[src/rtl/wdom_pkg.sv]
package wdom_pkg;
	// register indices on the plain byte port
	localparam logic [2:0] ADDR_CTRL = 3'h0;
	localparam logic [2:0] ADDR_RELOAD = 3'h1;
	localparam logic [2:0] ADDR_STATUS = 3'h2;
	localparam logic [2:0] ADDR_CNT_LO = 3'h3;
	localparam logic [2:0] ADDR_CNT_HI = 3'h4;
	// control register fields
	localparam int BIT_REFRESH = 0;
	localparam int BIT_START = 1;
	localparam int BIT_RATE = 2;
	// status register fields
	localparam int BIT_WD_CAUSE = 0;
	localparam int BIT_OSC_FAIL = 1;
	localparam int BIT_RUNNING = 2;
	localparam int BIT_HOLD = 3;
	// reset values
	localparam logic [6:0] RELOAD_RST = 7'h00;
	localparam logic [14:0] CNT_RST = 15'h0000;
	localparam logic [14:0] CNT_TOP = 15'h7fff;
	// prescale ratios of the oscillator clock
	localparam int DIV_FAST = 6;
	localparam int DIV_SLOW = 192;
	// clock and settle time
	localparam int CLK_MHZ = 40;
	localparam int SETTLE_TIME_US = 1000;
	localparam int SETTLE_CYCLES = SETTLE_TIME_US * CLK_MHZ;
	// rc ticks per frequency comparison window
	localparam int CMP_WINDOW = 16;
	// oscillator supervisor states
	typedef enum logic [2:0] {
		ST_FAIL = 3'b000,
		ST_SETTLE = 3'b001,
		ST_RUN = 3'b010,
		ST_SLEEP = 3'b011,
		ST_WAKE = 3'b100,
		ST_WAKE_SETTLE = 3'b101
	} wdom_state_type;
	// one bus access
	typedef struct packed {
		logic [2:0] addr;
		logic [7:0] wdata;
		logic wr;
		logic rd;
	} wdom_bus_type;
endpackage

[src/rtl/wdom_top.sv]
// How it works
// - 15-bit counter, prescale six or 192
// - software sets only upper seven bits
// - start by software bit or pin
// - running watchdog cannot be stopped
// - overflow of running watchdog resets chip
// - refresh loads reload into upper bits
// - readable flag shows watchdog reset cause
// - counter holds in idle, power-down
// - timeout spans about 38us to 157ms
// - slow main osc: rc clock, reset
// - recovery adds about 1 ms reset
// - rc clock supplied from power-on
// - power-down wake waits about 1 ms
//
// Implementation choices: the address map and the address-and-strobe port.
`timescale 1ns/10ps
`default_nettype none
module wdom_top #(
	parameter int SETTLE_CYC = wdom_pkg::SETTLE_CYCLES
) (
	// clock and external reset
	input wire logic CLK_SYS,
	input wire logic RST_N,
	// register port
	input wire logic [2:0] ADDR,
	input wire logic [7:0] WDATA,
	input wire logic WR,
	input wire logic RD,
	output logic [7:0] RDATA,
	// processor mode and pins
	input wire logic HW_WATCHDOG_START_PIN,
	input wire logic IDLE_MODE,
	input wire logic POWER_DOWN,
	input wire logic WAKEUP,
	// oscillator samples
	input wire logic MAIN_OSC_TICK,
	input wire logic RC_OSC_TICK,
	// reset and clock control
	output logic WD_RESET,
	output logic OSC_RESET,
	output logic CPU_HOLD,
	output logic CLK_SEL_RC
);
	localparam int SW = $clog2(SETTLE_CYC + 1);

	// refuse settle counts the logic cannot serve
	if (SETTLE_CYC < 1) begin : g_chk
		$error("settle count must be at least one");
	end

	wdom_pkg::wdom_bus_type bus; // current access
	logic [14:0] cnt_ff; // watchdog counter
	logic [7:0] presc_ff; // prescale divider
	logic [6:0] reload_ff; // reload for upper bits
	logic rate_ff; // high selects slow prescale
	logic running_ff; // watchdog started
	logic armed_ff; // refresh bit seen last write
	logic cause_ff; // last reset came from watchdog
	logic wd_reset_ff; // overflow reset pulse
	logic [7:0] rdata_ff; // read answer
	wdom_pkg::wdom_state_type state_ff, nxt_state;
	logic [SW-1:0] settle_ff; // settle delay count
	logic [4:0] rcwin_ff; // rc ticks in window
	logic [7:0] mcnt_ff; // main ticks in window
	logic win_end; // comparison window closes
	logic main_fast; // main beat rc in window
	logic settle_done; // settle delay over
	logic halted; // idle or power-down
	logic tick; // counter advance strobe
	logic st_wr; // start bit written
	logic rf_wr; // refresh bit written
	logic do_refresh; // adjacent pair completed
	logic overflow; // counter wraps

	// gather the bus signals
	assign bus = '{addr: ADDR, wdata: WDATA, wr: WR, rd: RD};

	// decode a written bit of the control register
	function automatic logic ctrl_bit(input wdom_pkg::wdom_bus_type b,
		input int pos);
		return b.wr && b.addr == wdom_pkg::ADDR_CTRL && b.wdata[pos];
	endfunction

	assign st_wr = ctrl_bit(bus, wdom_pkg::BIT_START);
	assign rf_wr = ctrl_bit(bus, wdom_pkg::BIT_REFRESH);
	assign halted = IDLE_MODE || POWER_DOWN;
	// prescale wraps at 6 or 192 oscillator cycles
	assign tick = (presc_ff == (rate_ff ? 8'(wdom_pkg::DIV_SLOW - 1) :
		8'(wdom_pkg::DIV_FAST - 1)));
	assign overflow = running_ff && !halted && tick &&
		cnt_ff == wdom_pkg::CNT_TOP;
	// start write counts as refresh only right after refresh write
	assign do_refresh = armed_ff && st_wr && !rf_wr;

	// prescale divider, frozen while halted
	always_ff @(posedge CLK_SYS) begin
		if (!RST_N || !running_ff || overflow) begin
			presc_ff <= 8'h00;
		end else if (halted) begin
			presc_ff <= presc_ff;
		end else if (tick) begin
			presc_ff <= 8'h00;
		end else begin
			presc_ff <= presc_ff + 8'h01;
		end
	end

	// software settings
	always_ff @(posedge CLK_SYS) begin
		if (!RST_N) begin
			reload_ff <= wdom_pkg::RELOAD_RST;
			rate_ff <= 1'b0;
		end else if (bus.wr && bus.addr == wdom_pkg::ADDR_RELOAD) begin
			reload_ff <= bus.wdata[6:0];
		end else if (bus.wr && bus.addr == wdom_pkg::ADDR_CTRL) begin
			rate_ff <= bus.wdata[wdom_pkg::BIT_RATE];
		end
	end

	// refresh arming: any other write disarms
	always_ff @(posedge CLK_SYS) begin
		if (!RST_N || overflow) begin
			armed_ff <= 1'b0;
		end else if (bus.wr) begin
			armed_ff <= rf_wr && !st_wr;
		end
	end

	// run state: only an overflow reset stops it
	always_ff @(posedge CLK_SYS) begin
		if (!RST_N || overflow) begin
			running_ff <= 1'b0;
		end else if (st_wr || HW_WATCHDOG_START_PIN) begin
			running_ff <= 1'b1;
		end else begin
			running_ff <= running_ff;
		end
	end

	// watchdog counter
	always_ff @(posedge CLK_SYS) begin
		if (!RST_N || overflow) begin
			cnt_ff <= wdom_pkg::CNT_RST;
		end else if (running_ff && do_refresh) begin
			// lower bits clear, upper take the reload
			cnt_ff <= {reload_ff, 8'h00};
		end else if (running_ff && !halted && tick) begin
			cnt_ff <= cnt_ff + 15'h0001;
		end
	end

	// overflow reset pulse and cause flag
	// the flag survives its own reset, only RST_N clears it
	always_ff @(posedge CLK_SYS) begin
		if (!RST_N) begin
			wd_reset_ff <= 1'b0;
			cause_ff <= 1'b0;
		end else begin
			wd_reset_ff <= overflow;
			cause_ff <= cause_ff || overflow;
		end
	end

	// read answer one cycle after the strobe
	always_ff @(posedge CLK_SYS) begin
		if (!RST_N || !bus.rd) begin
			rdata_ff <= 8'h00;
		end else begin
			case (bus.addr)
				wdom_pkg::ADDR_CTRL: begin
					rdata_ff <= 8'(rate_ff) << wdom_pkg::BIT_RATE;
				end
				wdom_pkg::ADDR_RELOAD: begin
					rdata_ff <= {1'b0, reload_ff};
				end
				wdom_pkg::ADDR_STATUS: begin
					rdata_ff <= (8'(cause_ff) << wdom_pkg::BIT_WD_CAUSE) |
						(8'(OSC_RESET) << wdom_pkg::BIT_OSC_FAIL) |
						(8'(running_ff) << wdom_pkg::BIT_RUNNING) |
						(8'(CPU_HOLD) << wdom_pkg::BIT_HOLD);
				end
				wdom_pkg::ADDR_CNT_LO: begin
					rdata_ff <= cnt_ff[7:0];
				end
				wdom_pkg::ADDR_CNT_HI: begin
					rdata_ff <= {1'b0, cnt_ff[14:8]};
				end
				default: begin
					rdata_ff <= 8'h00; // unmapped reads zero
				end
			endcase
		end
	end

	// frequency comparison window counted in rc ticks
	// a stopped main oscillator leaves mcnt at zero, so it fails
	assign win_end = RC_OSC_TICK &&
		rcwin_ff == 5'(wdom_pkg::CMP_WINDOW - 1);
	assign main_fast = mcnt_ff > 8'(wdom_pkg::CMP_WINDOW);
	always_ff @(posedge CLK_SYS) begin
		if (!RST_N || win_end || state_ff == wdom_pkg::ST_SLEEP) begin
			rcwin_ff <= 5'h00;
			mcnt_ff <= 8'h00;
		end else begin
			rcwin_ff <= rcwin_ff + 5'(RC_OSC_TICK);
			if (MAIN_OSC_TICK && mcnt_ff != 8'hff) begin
				mcnt_ff <= mcnt_ff + 8'h01;
			end
		end
	end

	// settle delay for the final reset or wake phase
	assign settle_done = settle_ff == SW'(SETTLE_CYC - 1);
	always_ff @(posedge CLK_SYS) begin
		if (!RST_N || (state_ff != wdom_pkg::ST_SETTLE &&
			state_ff != wdom_pkg::ST_WAKE_SETTLE)) begin
			settle_ff <= '0;
		end else if (!settle_done) begin
			settle_ff <= settle_ff + SW'(1);
		end
	end

	// supervisor next state
	always_comb begin
		nxt_state = state_ff;
		case (state_ff)
			wdom_pkg::ST_FAIL: begin
				if (win_end && main_fast) begin
					nxt_state = wdom_pkg::ST_SETTLE;
				end
			end
			wdom_pkg::ST_SETTLE: begin
				if (win_end && !main_fast) begin
					nxt_state = wdom_pkg::ST_FAIL;
				end else if (settle_done) begin
					nxt_state = wdom_pkg::ST_RUN;
				end
			end
			wdom_pkg::ST_RUN: begin
				if (POWER_DOWN) begin
					nxt_state = wdom_pkg::ST_SLEEP;
				end else if (win_end && !main_fast) begin
					nxt_state = wdom_pkg::ST_FAIL;
				end
			end
			wdom_pkg::ST_SLEEP: begin
				if (WAKEUP) begin
					nxt_state = wdom_pkg::ST_WAKE;
				end
			end
			wdom_pkg::ST_WAKE: begin
				if (win_end && main_fast) begin
					nxt_state = wdom_pkg::ST_WAKE_SETTLE;
				end
			end
			wdom_pkg::ST_WAKE_SETTLE: begin
				if (win_end && !main_fast) begin
					nxt_state = wdom_pkg::ST_WAKE;
				end else if (settle_done) begin
					nxt_state = wdom_pkg::ST_RUN;
				end
			end
			default: begin
				nxt_state = wdom_pkg::ST_FAIL;
			end
		endcase
	end

	// supervisor state and registered outputs
	// power-on starts failed, on the rc clock, in reset
	always_ff @(posedge CLK_SYS) begin
		if (!RST_N) begin
			state_ff <= wdom_pkg::ST_FAIL;
			OSC_RESET <= 1'b1;
			CLK_SEL_RC <= 1'b1;
			CPU_HOLD <= 1'b1;
		end else begin
			state_ff <= nxt_state;
			OSC_RESET <= nxt_state == wdom_pkg::ST_FAIL ||
				nxt_state == wdom_pkg::ST_SETTLE;
			CLK_SEL_RC <= nxt_state == wdom_pkg::ST_FAIL ||
				nxt_state == wdom_pkg::ST_WAKE;
			CPU_HOLD <= nxt_state != wdom_pkg::ST_RUN;
		end
	end

	assign WD_RESET = wd_reset_ff;
	assign RDATA = rdata_ff;

	// reload lands in the upper bits after a proper pair
	refresh_load_a: assert property (@(posedge CLK_SYS) disable iff (!RST_N)
		do_refresh && running_ff && !overflow |=>
		cnt_ff == {$past(reload_ff), 8'h00})
		else $error("refresh did not load reload value");
	// a lone start write leaves the count undisturbed
	lone_start_a: assert property (@(posedge CLK_SYS) disable iff (!RST_N)
		running_ff && st_wr && !armed_ff && !overflow |=>
		cnt_ff == $past(cnt_ff) || cnt_ff == $past(cnt_ff) + 15'h0001)
		else $error("unpaired start write disturbed counter");
	// halted counter keeps its value
	halt_hold_a: assert property (@(posedge CLK_SYS) disable iff (!RST_N)
		running_ff && halted && !do_refresh |=> $stable(cnt_ff))
		else $error("counter moved while halted");
	// overflow gives reset pulse and cause flag in the same next cycle
	overflow_rst_a: assert property (@(posedge CLK_SYS) disable iff (!RST_N)
		overflow |=> WD_RESET && cause_ff && !running_ff)
		else $error("overflow did not reset");
	// cause flag never drops without external reset
	cause_keep_a: assert property (@(posedge CLK_SYS) disable iff (!RST_N)
		cause_ff |=> cause_ff)
		else $error("watchdog cause flag lost");
	// only overflow stops a running watchdog
	run_stays_a: assert property (@(posedge CLK_SYS) disable iff (!RST_N)
		running_ff && !overflow |=> running_ff)
		else $error("running watchdog stopped");
	// start pin starts the watchdog
	pin_start_a: assert property (@(posedge CLK_SYS) disable iff (!RST_N)
		HW_WATCHDOG_START_PIN && !overflow |=> running_ff)
		else $error("start pin ignored");
	// slow ratio does not advance as the prescale leaves zero
	presc_rate_a: assert property (@(posedge CLK_SYS) disable iff (!RST_N)
		running_ff && !halted && !bus.wr && rate_ff &&
		presc_ff == 8'h00 |=> presc_ff == 8'h01 ##0 $stable(cnt_ff))
		else $error("slow prescale advanced early");
	// failing oscillator runs on rc clock in reset
	fail_hold_a: assert property (@(posedge CLK_SYS) disable iff (!RST_N)
		state_ff == wdom_pkg::ST_FAIL |-> OSC_RESET && CLK_SEL_RC)
		else $error("fail state not held in reset");
	// settle phase keeps reset on main clock
	settle_rst_a: assert property (@(posedge CLK_SYS) disable iff (!RST_N)
		state_ff == wdom_pkg::ST_SETTLE |-> OSC_RESET && !CLK_SEL_RC)
		else $error("settle phase released reset");
	// wake settle holds cpu without reset
	wake_hold_a: assert property (@(posedge CLK_SYS) disable iff (!RST_N)
		state_ff == wdom_pkg::ST_WAKE_SETTLE |-> CPU_HOLD && !OSC_RESET)
		else $error("wake settle not holding cpu");
endmodule // wdom_top
`default_nettype wire

[config.mk]
export PLATFORM = sky130hd
export DESIGN_NAME = wdom_top
export DESIGN_NICKNAME = d
export VERILOG_FILES = /design/src/rtl/wdom_pkg.sv /design/src/rtl/wdom_top.sv
export SDC_FILE = /design/constraint.sdc
export NUM_CORES = 1
export LEC_CHECK = 0
export BUFFER_PORTS_ARGS = -buffer_cell sky130_fd_sc_hd__clkbuf_2
export CORE_MARGIN = 4
export CORE_UTILIZATION = 38
export DETAILED_ROUTE_END_ITERATION = 7
export SLEW_MARGIN = 0
export SYNTH_ARGS = -nofsm -noshare
export SYNTH_HDL_FRONTEND = slang
export SYNTH_SLANG_ARGS = --single-unit
[constraint.sdc]
create_clock -name CLK_SYS -period 2.1 [get_ports CLK_SYS]
set_input_delay 0.21 -clock CLK_SYS [delete_from_list [all_inputs] [get_ports CLK_SYS]]
set_output_delay 0.21 -clock CLK_SYS [all_outputs]
set_load 0.01 [all_outputs]
* Word-level counts from Yosys, hierarchy flattened
Index checks and enable logic that the tools add are counted.
** Word-level totals
- Register bits :: 78
- Input port bits :: 21
- Output and inout port bits :: 12
** Operators by class
- $add $sub $neg :: 5
- Magnitude comparators :: 1
- Equal/unequal tests :: 19
- Multiplexer cells :: 14
- Bitwise logic cells :: 4
- Reductions and logical operators :: 41
** Operators by type and width (number)
- $pmux 8 s5 :: 1
- $mux 15 :: 2
- $mux 3 :: 8
- $pmux 3 s6 :: 1
- $add 16x1->16 const B :: 1
- $add 8x1->8 const B :: 2
- $eq 16x16->1 const B :: 1
- $logic_and 1x1->1 :: 16
- $mux 8 :: 2
- $add 15x1->15 const B :: 1
- $eq 15x15->1 const B :: 1
- $eq 3x2->1 const B :: 4
- $eq 3x3->1 const B :: 4
- $logic_or 1x1->1 :: 12
- $eq 3x1->1 const B :: 3
- $logic_not 3->1 :: 3
- $eq 8x8->1 :: 1
- $gt 8x5->1 const B :: 1
- $ne 8x8->1 const B :: 1
- $logic_not 1->1 :: 7
- $add 5x1->5 :: 1
- $eq 5x4->1 const B :: 1
- $or 3x4->4 :: 1
- $ne 3x1->1 const B :: 1
- 8 further kinds :: 8

* Depth between registers and ports, before layout
- Depth after elaboration :: 8
- Mapped depth :: 7
- Depth with buffers taken out :: 7

* Least setup slack after synthesis
OpenSTA, ideal clock, no wires.
- Path type :: reg2reg
- From :: register settle_ff[0]
- To :: register CPU_HOLD
- Setup time :: 0.125 ns
- Arrival :: 1.479 ns
- Required time :: 1.975 ns
- Setup slack :: 0.496 ns
- Stages on the path, launching flop included :: 8
- Clock period less this slack :: 1.604 ns
- Cells stage by stage :: dfxtp_1 > ha_1 > nor4b_1 > and4b_1 > buf_2 > a21oi_1 > nor3_2 > nand2_1
** Between the ends
- Cells in the longest elaborated chain, start to end :: 5
** Ends and longest elaborated chain
- start, declared :: RTL line wdom_top.sv:63 : logic [SW-1:0] settle_ff;
- start signal, assigned :: RTL line wdom_top.sv:220 : settle_ff <= settle_ff + SW'(1);
- $eq 16x16->1 (*) :: RTL line wdom_top.sv:214 : assign settle_done = settle_ff == SW'(SETTLE_CYC - 1);
- $mux 3 (*) :: RTL line wdom_top.sv:236, wdom_top.sv:260
- $mux 3, on equally long branches :: RTL line wdom_top.sv:258, wdom_top.sv:234
- $pmux 3 s6 (*) :: RTL line wdom_top.sv:227 : case (state_ff)
- $ne 3x2->1 (*) :: RTL line wdom_top.sv:284 : CPU_HOLD <= nxt_state != wdom_pkg::ST_RUN;
- end signal, assigned :: RTL line wdom_top.sv:284
- end, declared :: RTL line wdom_top.sv:42 : output logic CPU_HOLD,
Every way passes the cells marked *; elsewhere a longest branch is shown, timed or not.
A chain may end at the register's enable or synchronous reset.

* Worst setup path after layout
Same ends and word-level chain as after synthesis.

==> impl_results.html <==
<table>
<tr><th>Metric</th><th>Value</th></tr>
<tr><th colspan="2">Run status</th></tr>
<tr><td>Result of the run</td><td>finished, final reports clean</td></tr>
<tr><th colspan="2">Global routing</th></tr>
<tr><td>GRT overflow</td><td>0</td></tr>
<tr><td>Pin count of the biggest net entering global routing</td><td>17</td></tr>
<tr><td>Layer carrying the most global-route usage</td><td>met2</td></tr>
<tr><td>Initial antenna violation count</td><td>0</td></tr>
<tr><td>Via count of the first global-routing pass</td><td>~3.0k</td></tr>
<tr><td>Met3 track demand over resource</td><td>about 3.8%</td></tr>
<tr><td>All-layer global routing usage</td><td>14.9%</td></tr>
<tr><td>Met1 Use GR</td><td>18.4%</td></tr>
<tr><td>Met2 Use GR</td><td>around a quarter</td></tr>
<tr><td>First-pass GRT wire length</td><td>about 14000 um</td></tr>
<tr><th colspan="2">Finish</th></tr>
<tr><td>Share of the core filled with cells</td><td>44.6%</td></tr>
<tr><td>Signed area change from the synthesized netlist to the final layout</td><td>15.1%</td></tr>
<tr><td>Most common cell after layout, fill and taps aside</td><td>dfxtp_1</td></tr>
<tr><td>Number of standard cells in the final layout excluding fillers</td><td>593</td></tr>
<tr><td>Antenna diode count</td><td>0</td></tr>
<tr><td>Net total in the final layout</td><td>483</td></tr>
<tr><td>Share of final-layout standard cells stronger than drive strength 1</td><td>17.8%</td></tr>
<tr><td>Highest-count cells in the layout ignoring fill and taps</td><td>78 x dfxtp_1, 68 x nor2_1, 31 x clkbuf_2</td></tr>
<tr><th colspan="2">Clock network</th></tr>
<tr><td>TritonCTS clock tree</td><td>yes</td></tr>
<tr><td>Number of H-tree levels</td><td>3</td></tr>
<tr><td>Clock Root Buffer</td><td>clkbuf_8</td></tr>
<tr><td>Clock-pin slew reported for the worst setup and hold paths after clock tree synthesis</td><td>80 ps</td></tr>
<tr><td>Quantity of hold-fixing buffers added after cts</td><td>0</td></tr>
<tr><td>TritonCTS Sinks</td><td>a little under 80</td></tr>
<tr><td>TritonCTS buffer count</td><td>9</td></tr>
<tr><td>Clock tree buffer depth</td><td>2</td></tr>
<tr><td>Latest clock arrival within the worst-skew pair</td><td>350 ps</td></tr>
<tr><td>Post-CTS Setup Inserts</td><td>0</td></tr>
<tr><th colspan="2">Route</th></tr>
<tr><td>Starting DRC count in detailed routing</td><td>142</td></tr>
<tr><td>Average wire per cell in the routed design</td><td>13.6 um</td></tr>
<tr><td>Via density</td><td>5.14</td></tr>
<tr><td>First-pass DRT Iterations</td><td>4</td></tr>
<tr><td>Vias after detailed routing</td><td>roughly 3.0k</td></tr>
<tr><td>Detailed-route wire length</td><td>8070 um</td></tr>
<tr><td>Number of nets with antenna violations after detailed routing</td><td>0</td></tr>
<tr><td>Residual DRC count</td><td>0</td></tr>
<tr><th colspan="2">Setup path</th></tr>
<tr><td>Nature of the critical path startpoint</td><td>register</td></tr>
<tr><td>Sequence of cells on the critical path</td><td>ha_1 &gt; nor4b_1 &gt; and4b_2 &gt; a21oi_1 &gt; nor3_2 &gt; nand2_1</td></tr>
<tr><td>Critical path required time</td><td>2320 ps</td></tr>
<tr><td>CP arrival</td><td>2020 ps</td></tr>
<tr><td>Worst path slowest cell</td><td>and4b_2</td></tr>
<tr><td>Critical Path Sink Type</td><td>register</td></tr>
<tr><td>Longest individual stage delay on the worst path</td><td>420 ps</td></tr>
<tr><td>Critical setup path kind</td><td>reg -&gt; reg</td></tr>
<tr><td>Critical Path Fanout Max</td><td>10</td></tr>
<tr><td>Worst-case register-to-register setup slack</td><td>300 ps</td></tr>
<tr><th colspan="2">Synthesis</th></tr>
<tr><td>Post-Syn Nets</td><td>445</td></tr>
<tr><td>Count of warnings emitted by yosys</td><td>0</td></tr>
<tr><td>Share of synthesized flip-flops with an asynchronous set or reset</td><td>0%</td></tr>
<tr><td>Netlist area before placement</td><td>3770 um2</td></tr>
<tr><td>Post-synth EDFFs</td><td>0</td></tr>
<tr><td>Proportion of synthesized chip area in sequential cells</td><td>about two fifths</td></tr>
<tr><td>Number of storage elements in the synthesis netlist</td><td>78</td></tr>
<tr><td>Most frequently used flop master after synthesis</td><td>dfxtp_1</td></tr>
<tr><td>Number of different library cells in the post-synthesis netlist</td><td>54</td></tr>
<tr><td>Per-instance average area after synthesis</td><td>9.05 um2</td></tr>
<tr><td>Number of standard cells after synthesis</td><td>417</td></tr>
<tr><th colspan="2">STA</th></tr>
<tr><td>Period Utilization, post-route</td><td>85.8%</td></tr>
<tr><td>Worst clock skew on the final layout</td><td>8.44 ps</td></tr>
<tr><td>Headroom to the max-slew limit</td><td>~63%</td></tr>
<tr><td>Max Fclk</td><td>555 MHz</td></tr>
<tr><td>Fin. Hold Viols</td><td>0</td></tr>
<tr><td>Worst-case setup margin in the final layout</td><td>298 ps</td></tr>
<tr><td>Worst Tran Pin Value</td><td>~550 ps</td></tr>
<tr><td>Min Tclk post-route</td><td>1800 ps</td></tr>
<tr><td>Total negative setup slack</td><td>0 ps</td></tr>
<tr><td>Count of final max-slew check failures</td><td>0</td></tr>
<tr><td>RSZ-0062 raised after global routing</td><td>no</td></tr>
<tr><td>Count of endpoints failing setup in the final report</td><td>0</td></tr>
<tr><th colspan="2">Placement</th></tr>
<tr><td>RD Place Congestion</td><td>~0.86</td></tr>
<tr><td>Post-detail-place hpwl</td><td>6030 um</td></tr>
<tr><td>Number of buffers inserted by port buffering</td><td>31</td></tr>
<tr><td>Cell count after placement</td><td>577</td></tr>
<tr><td>Worst slack at placement</td><td>177 ps</td></tr>
<tr><th colspan="2">Pwr</th></tr>
<tr><td>Cell leakage power</td><td>1.54 nW</td></tr>
<tr><td>Pwr dens</td><td>659 nW/um2</td></tr>
<tr><td>Worst voltage drop across the vdd grid</td><td>370 uV</td></tr>
<tr><th colspan="2">Floorplanning</th></tr>
<tr><td>Top-level I/O count</td><td>33</td></tr>
<tr><td>Die Y</td><td>about 110 um</td></tr>
<tr><td>Core box area</td><td>9730 um2</td></tr>
<tr><td>X dimension of the die</td><td>108 um</td></tr>
<tr><td>Die footprint</td><td>11600 um2</td></tr>
<tr><td>Initial core utilization</td><td>38.8%</td></tr>
<tr><td>Number of placement rows</td><td>36</td></tr>
<tr><th colspan="2">Job</th></tr>
<tr><td>Max-cap violations</td><td>0</td></tr>
<tr><th colspan="2">Hold path</th></tr>
<tr><td>Min-delay worst type</td><td>in -&gt; reg</td></tr>
</table>
==> through the flow <==
step                      instance area [um2]  total power, mW  hold slack, ps
final                                    4340             2.86            87.0
after global placement                   4120             1.68             429
after CTS                                4340             2.91            70.8
after floorplan                          3770             1.63             336
after global routing                     4340             2.99            72.2
after detailed placement                 4120             1.69             445
==> cell families (layout without fill, tap and decap cells) <==
logic type	Yosys count	after routing	share of synthesized area, %
simple gates	191	191	27.7
flops	78	78	41.4
compound gates	59	59	11.7
xor+xnor	38	38	8.82
buf+inv	24	67	2.62
mux	20	20	5.41
fa+ha+maj	7	7	2.32
==> synthesized netlist by cell type, drive strengths merged (7+ instances only) <==
cell | n | area share [%]
buf | 7 | 0.93
a21oi | 11 | 1.5
xnor2 | 18 | 4.2
nor3 | 10 | 1.6
nand2 | 28 | 2.8
clkbuf | 7 | 0.70
mux2i | 17 | 4.5
nand4 | 8 | 1.5
dfxtp | 78 | 41
o21ai | 13 | 1.7
inv | 10 | 1.0
nor2b | 16 | 2.7
nand3 | 19 | 3.0
a211oi | 8 | 2.0
nor2 | 69 | 6.9
ha | 7 | 2.3
a31oi | 8 | 1.3
xor2 | 20 | 4.6
==> layer usage <==
metal	part of all wire (%)	routed length (um)
met5	0	0
met4	1.8	148
met3	4.0	323
met2	49	3930
met1	45	3660
==> cell type report <==
| type | instances | area, um2 |
|---|---|---|
| fillers | 994 | 5390 |
| repair buffers | 41 | 243 |
| flip-flops and latches | 78 | 1560 |
| clock buffers | 14 | 183 |
| inverters | 10 | 37.5 |
| multi-input cells | 315 | 2110 |
| clock inverters | 2 | 37.5 |
| well taps | 133 | 166 |
==> registers in the layout, summed over array words and instances (netlist names), 3 cells and up <==
| register | cells |
|---|---|
| RDATA | 8 |
| cnt_ff | 15 |
| mcnt_ff | 8 |
| presc_ff | 8 |
| rcwin_ff | 5 |
| reload_ff | 7 |
| settle_ff | 16 |
| state_ff | 3 |
==> critical path, delay by kind of cell, from the launching register on <==
kind,cells,cell delay (ps)
compound gates,1,140
simple gates,4,990
fa+ha+maj,1,180
flops,1,370
==> report_power, final <==
part	switching, mW	internal [mW]	total (mW)
logic	0.0826	0.0613	0.144
clock network	0.532	0.680	1.21
registers	0.0138	1.49	1.51
total	0.628	2.23	2.86
==> path summary, 6_finish.rpt <==
kind / start / cells after the start / end
setup / recovery: settle_ff[0]$_SDFFE_PP0N_ / 6 / CPU_HOLD$_SDFF_PN1_
setup reg to reg: settle_ff[0]$_SDFFE_PP0N_ / 6 / CPU_HOLD$_SDFF_PN1_
hold / removal: RD / 3 / RDATA[7]$_SDFF_PP0_
hold reg to reg: armed_ff$_SDFFE_PP0P_ / 2 / armed_ff$_SDFFE_PP0P_
==> what timing repair did <==
action                                 4_1_cts  5_1_grt
setup endpoints to repair                    0        3
endpoints found under the hold margin        0        0
gates resized for setup                      0        1
(Power assumes the default switching activity.)
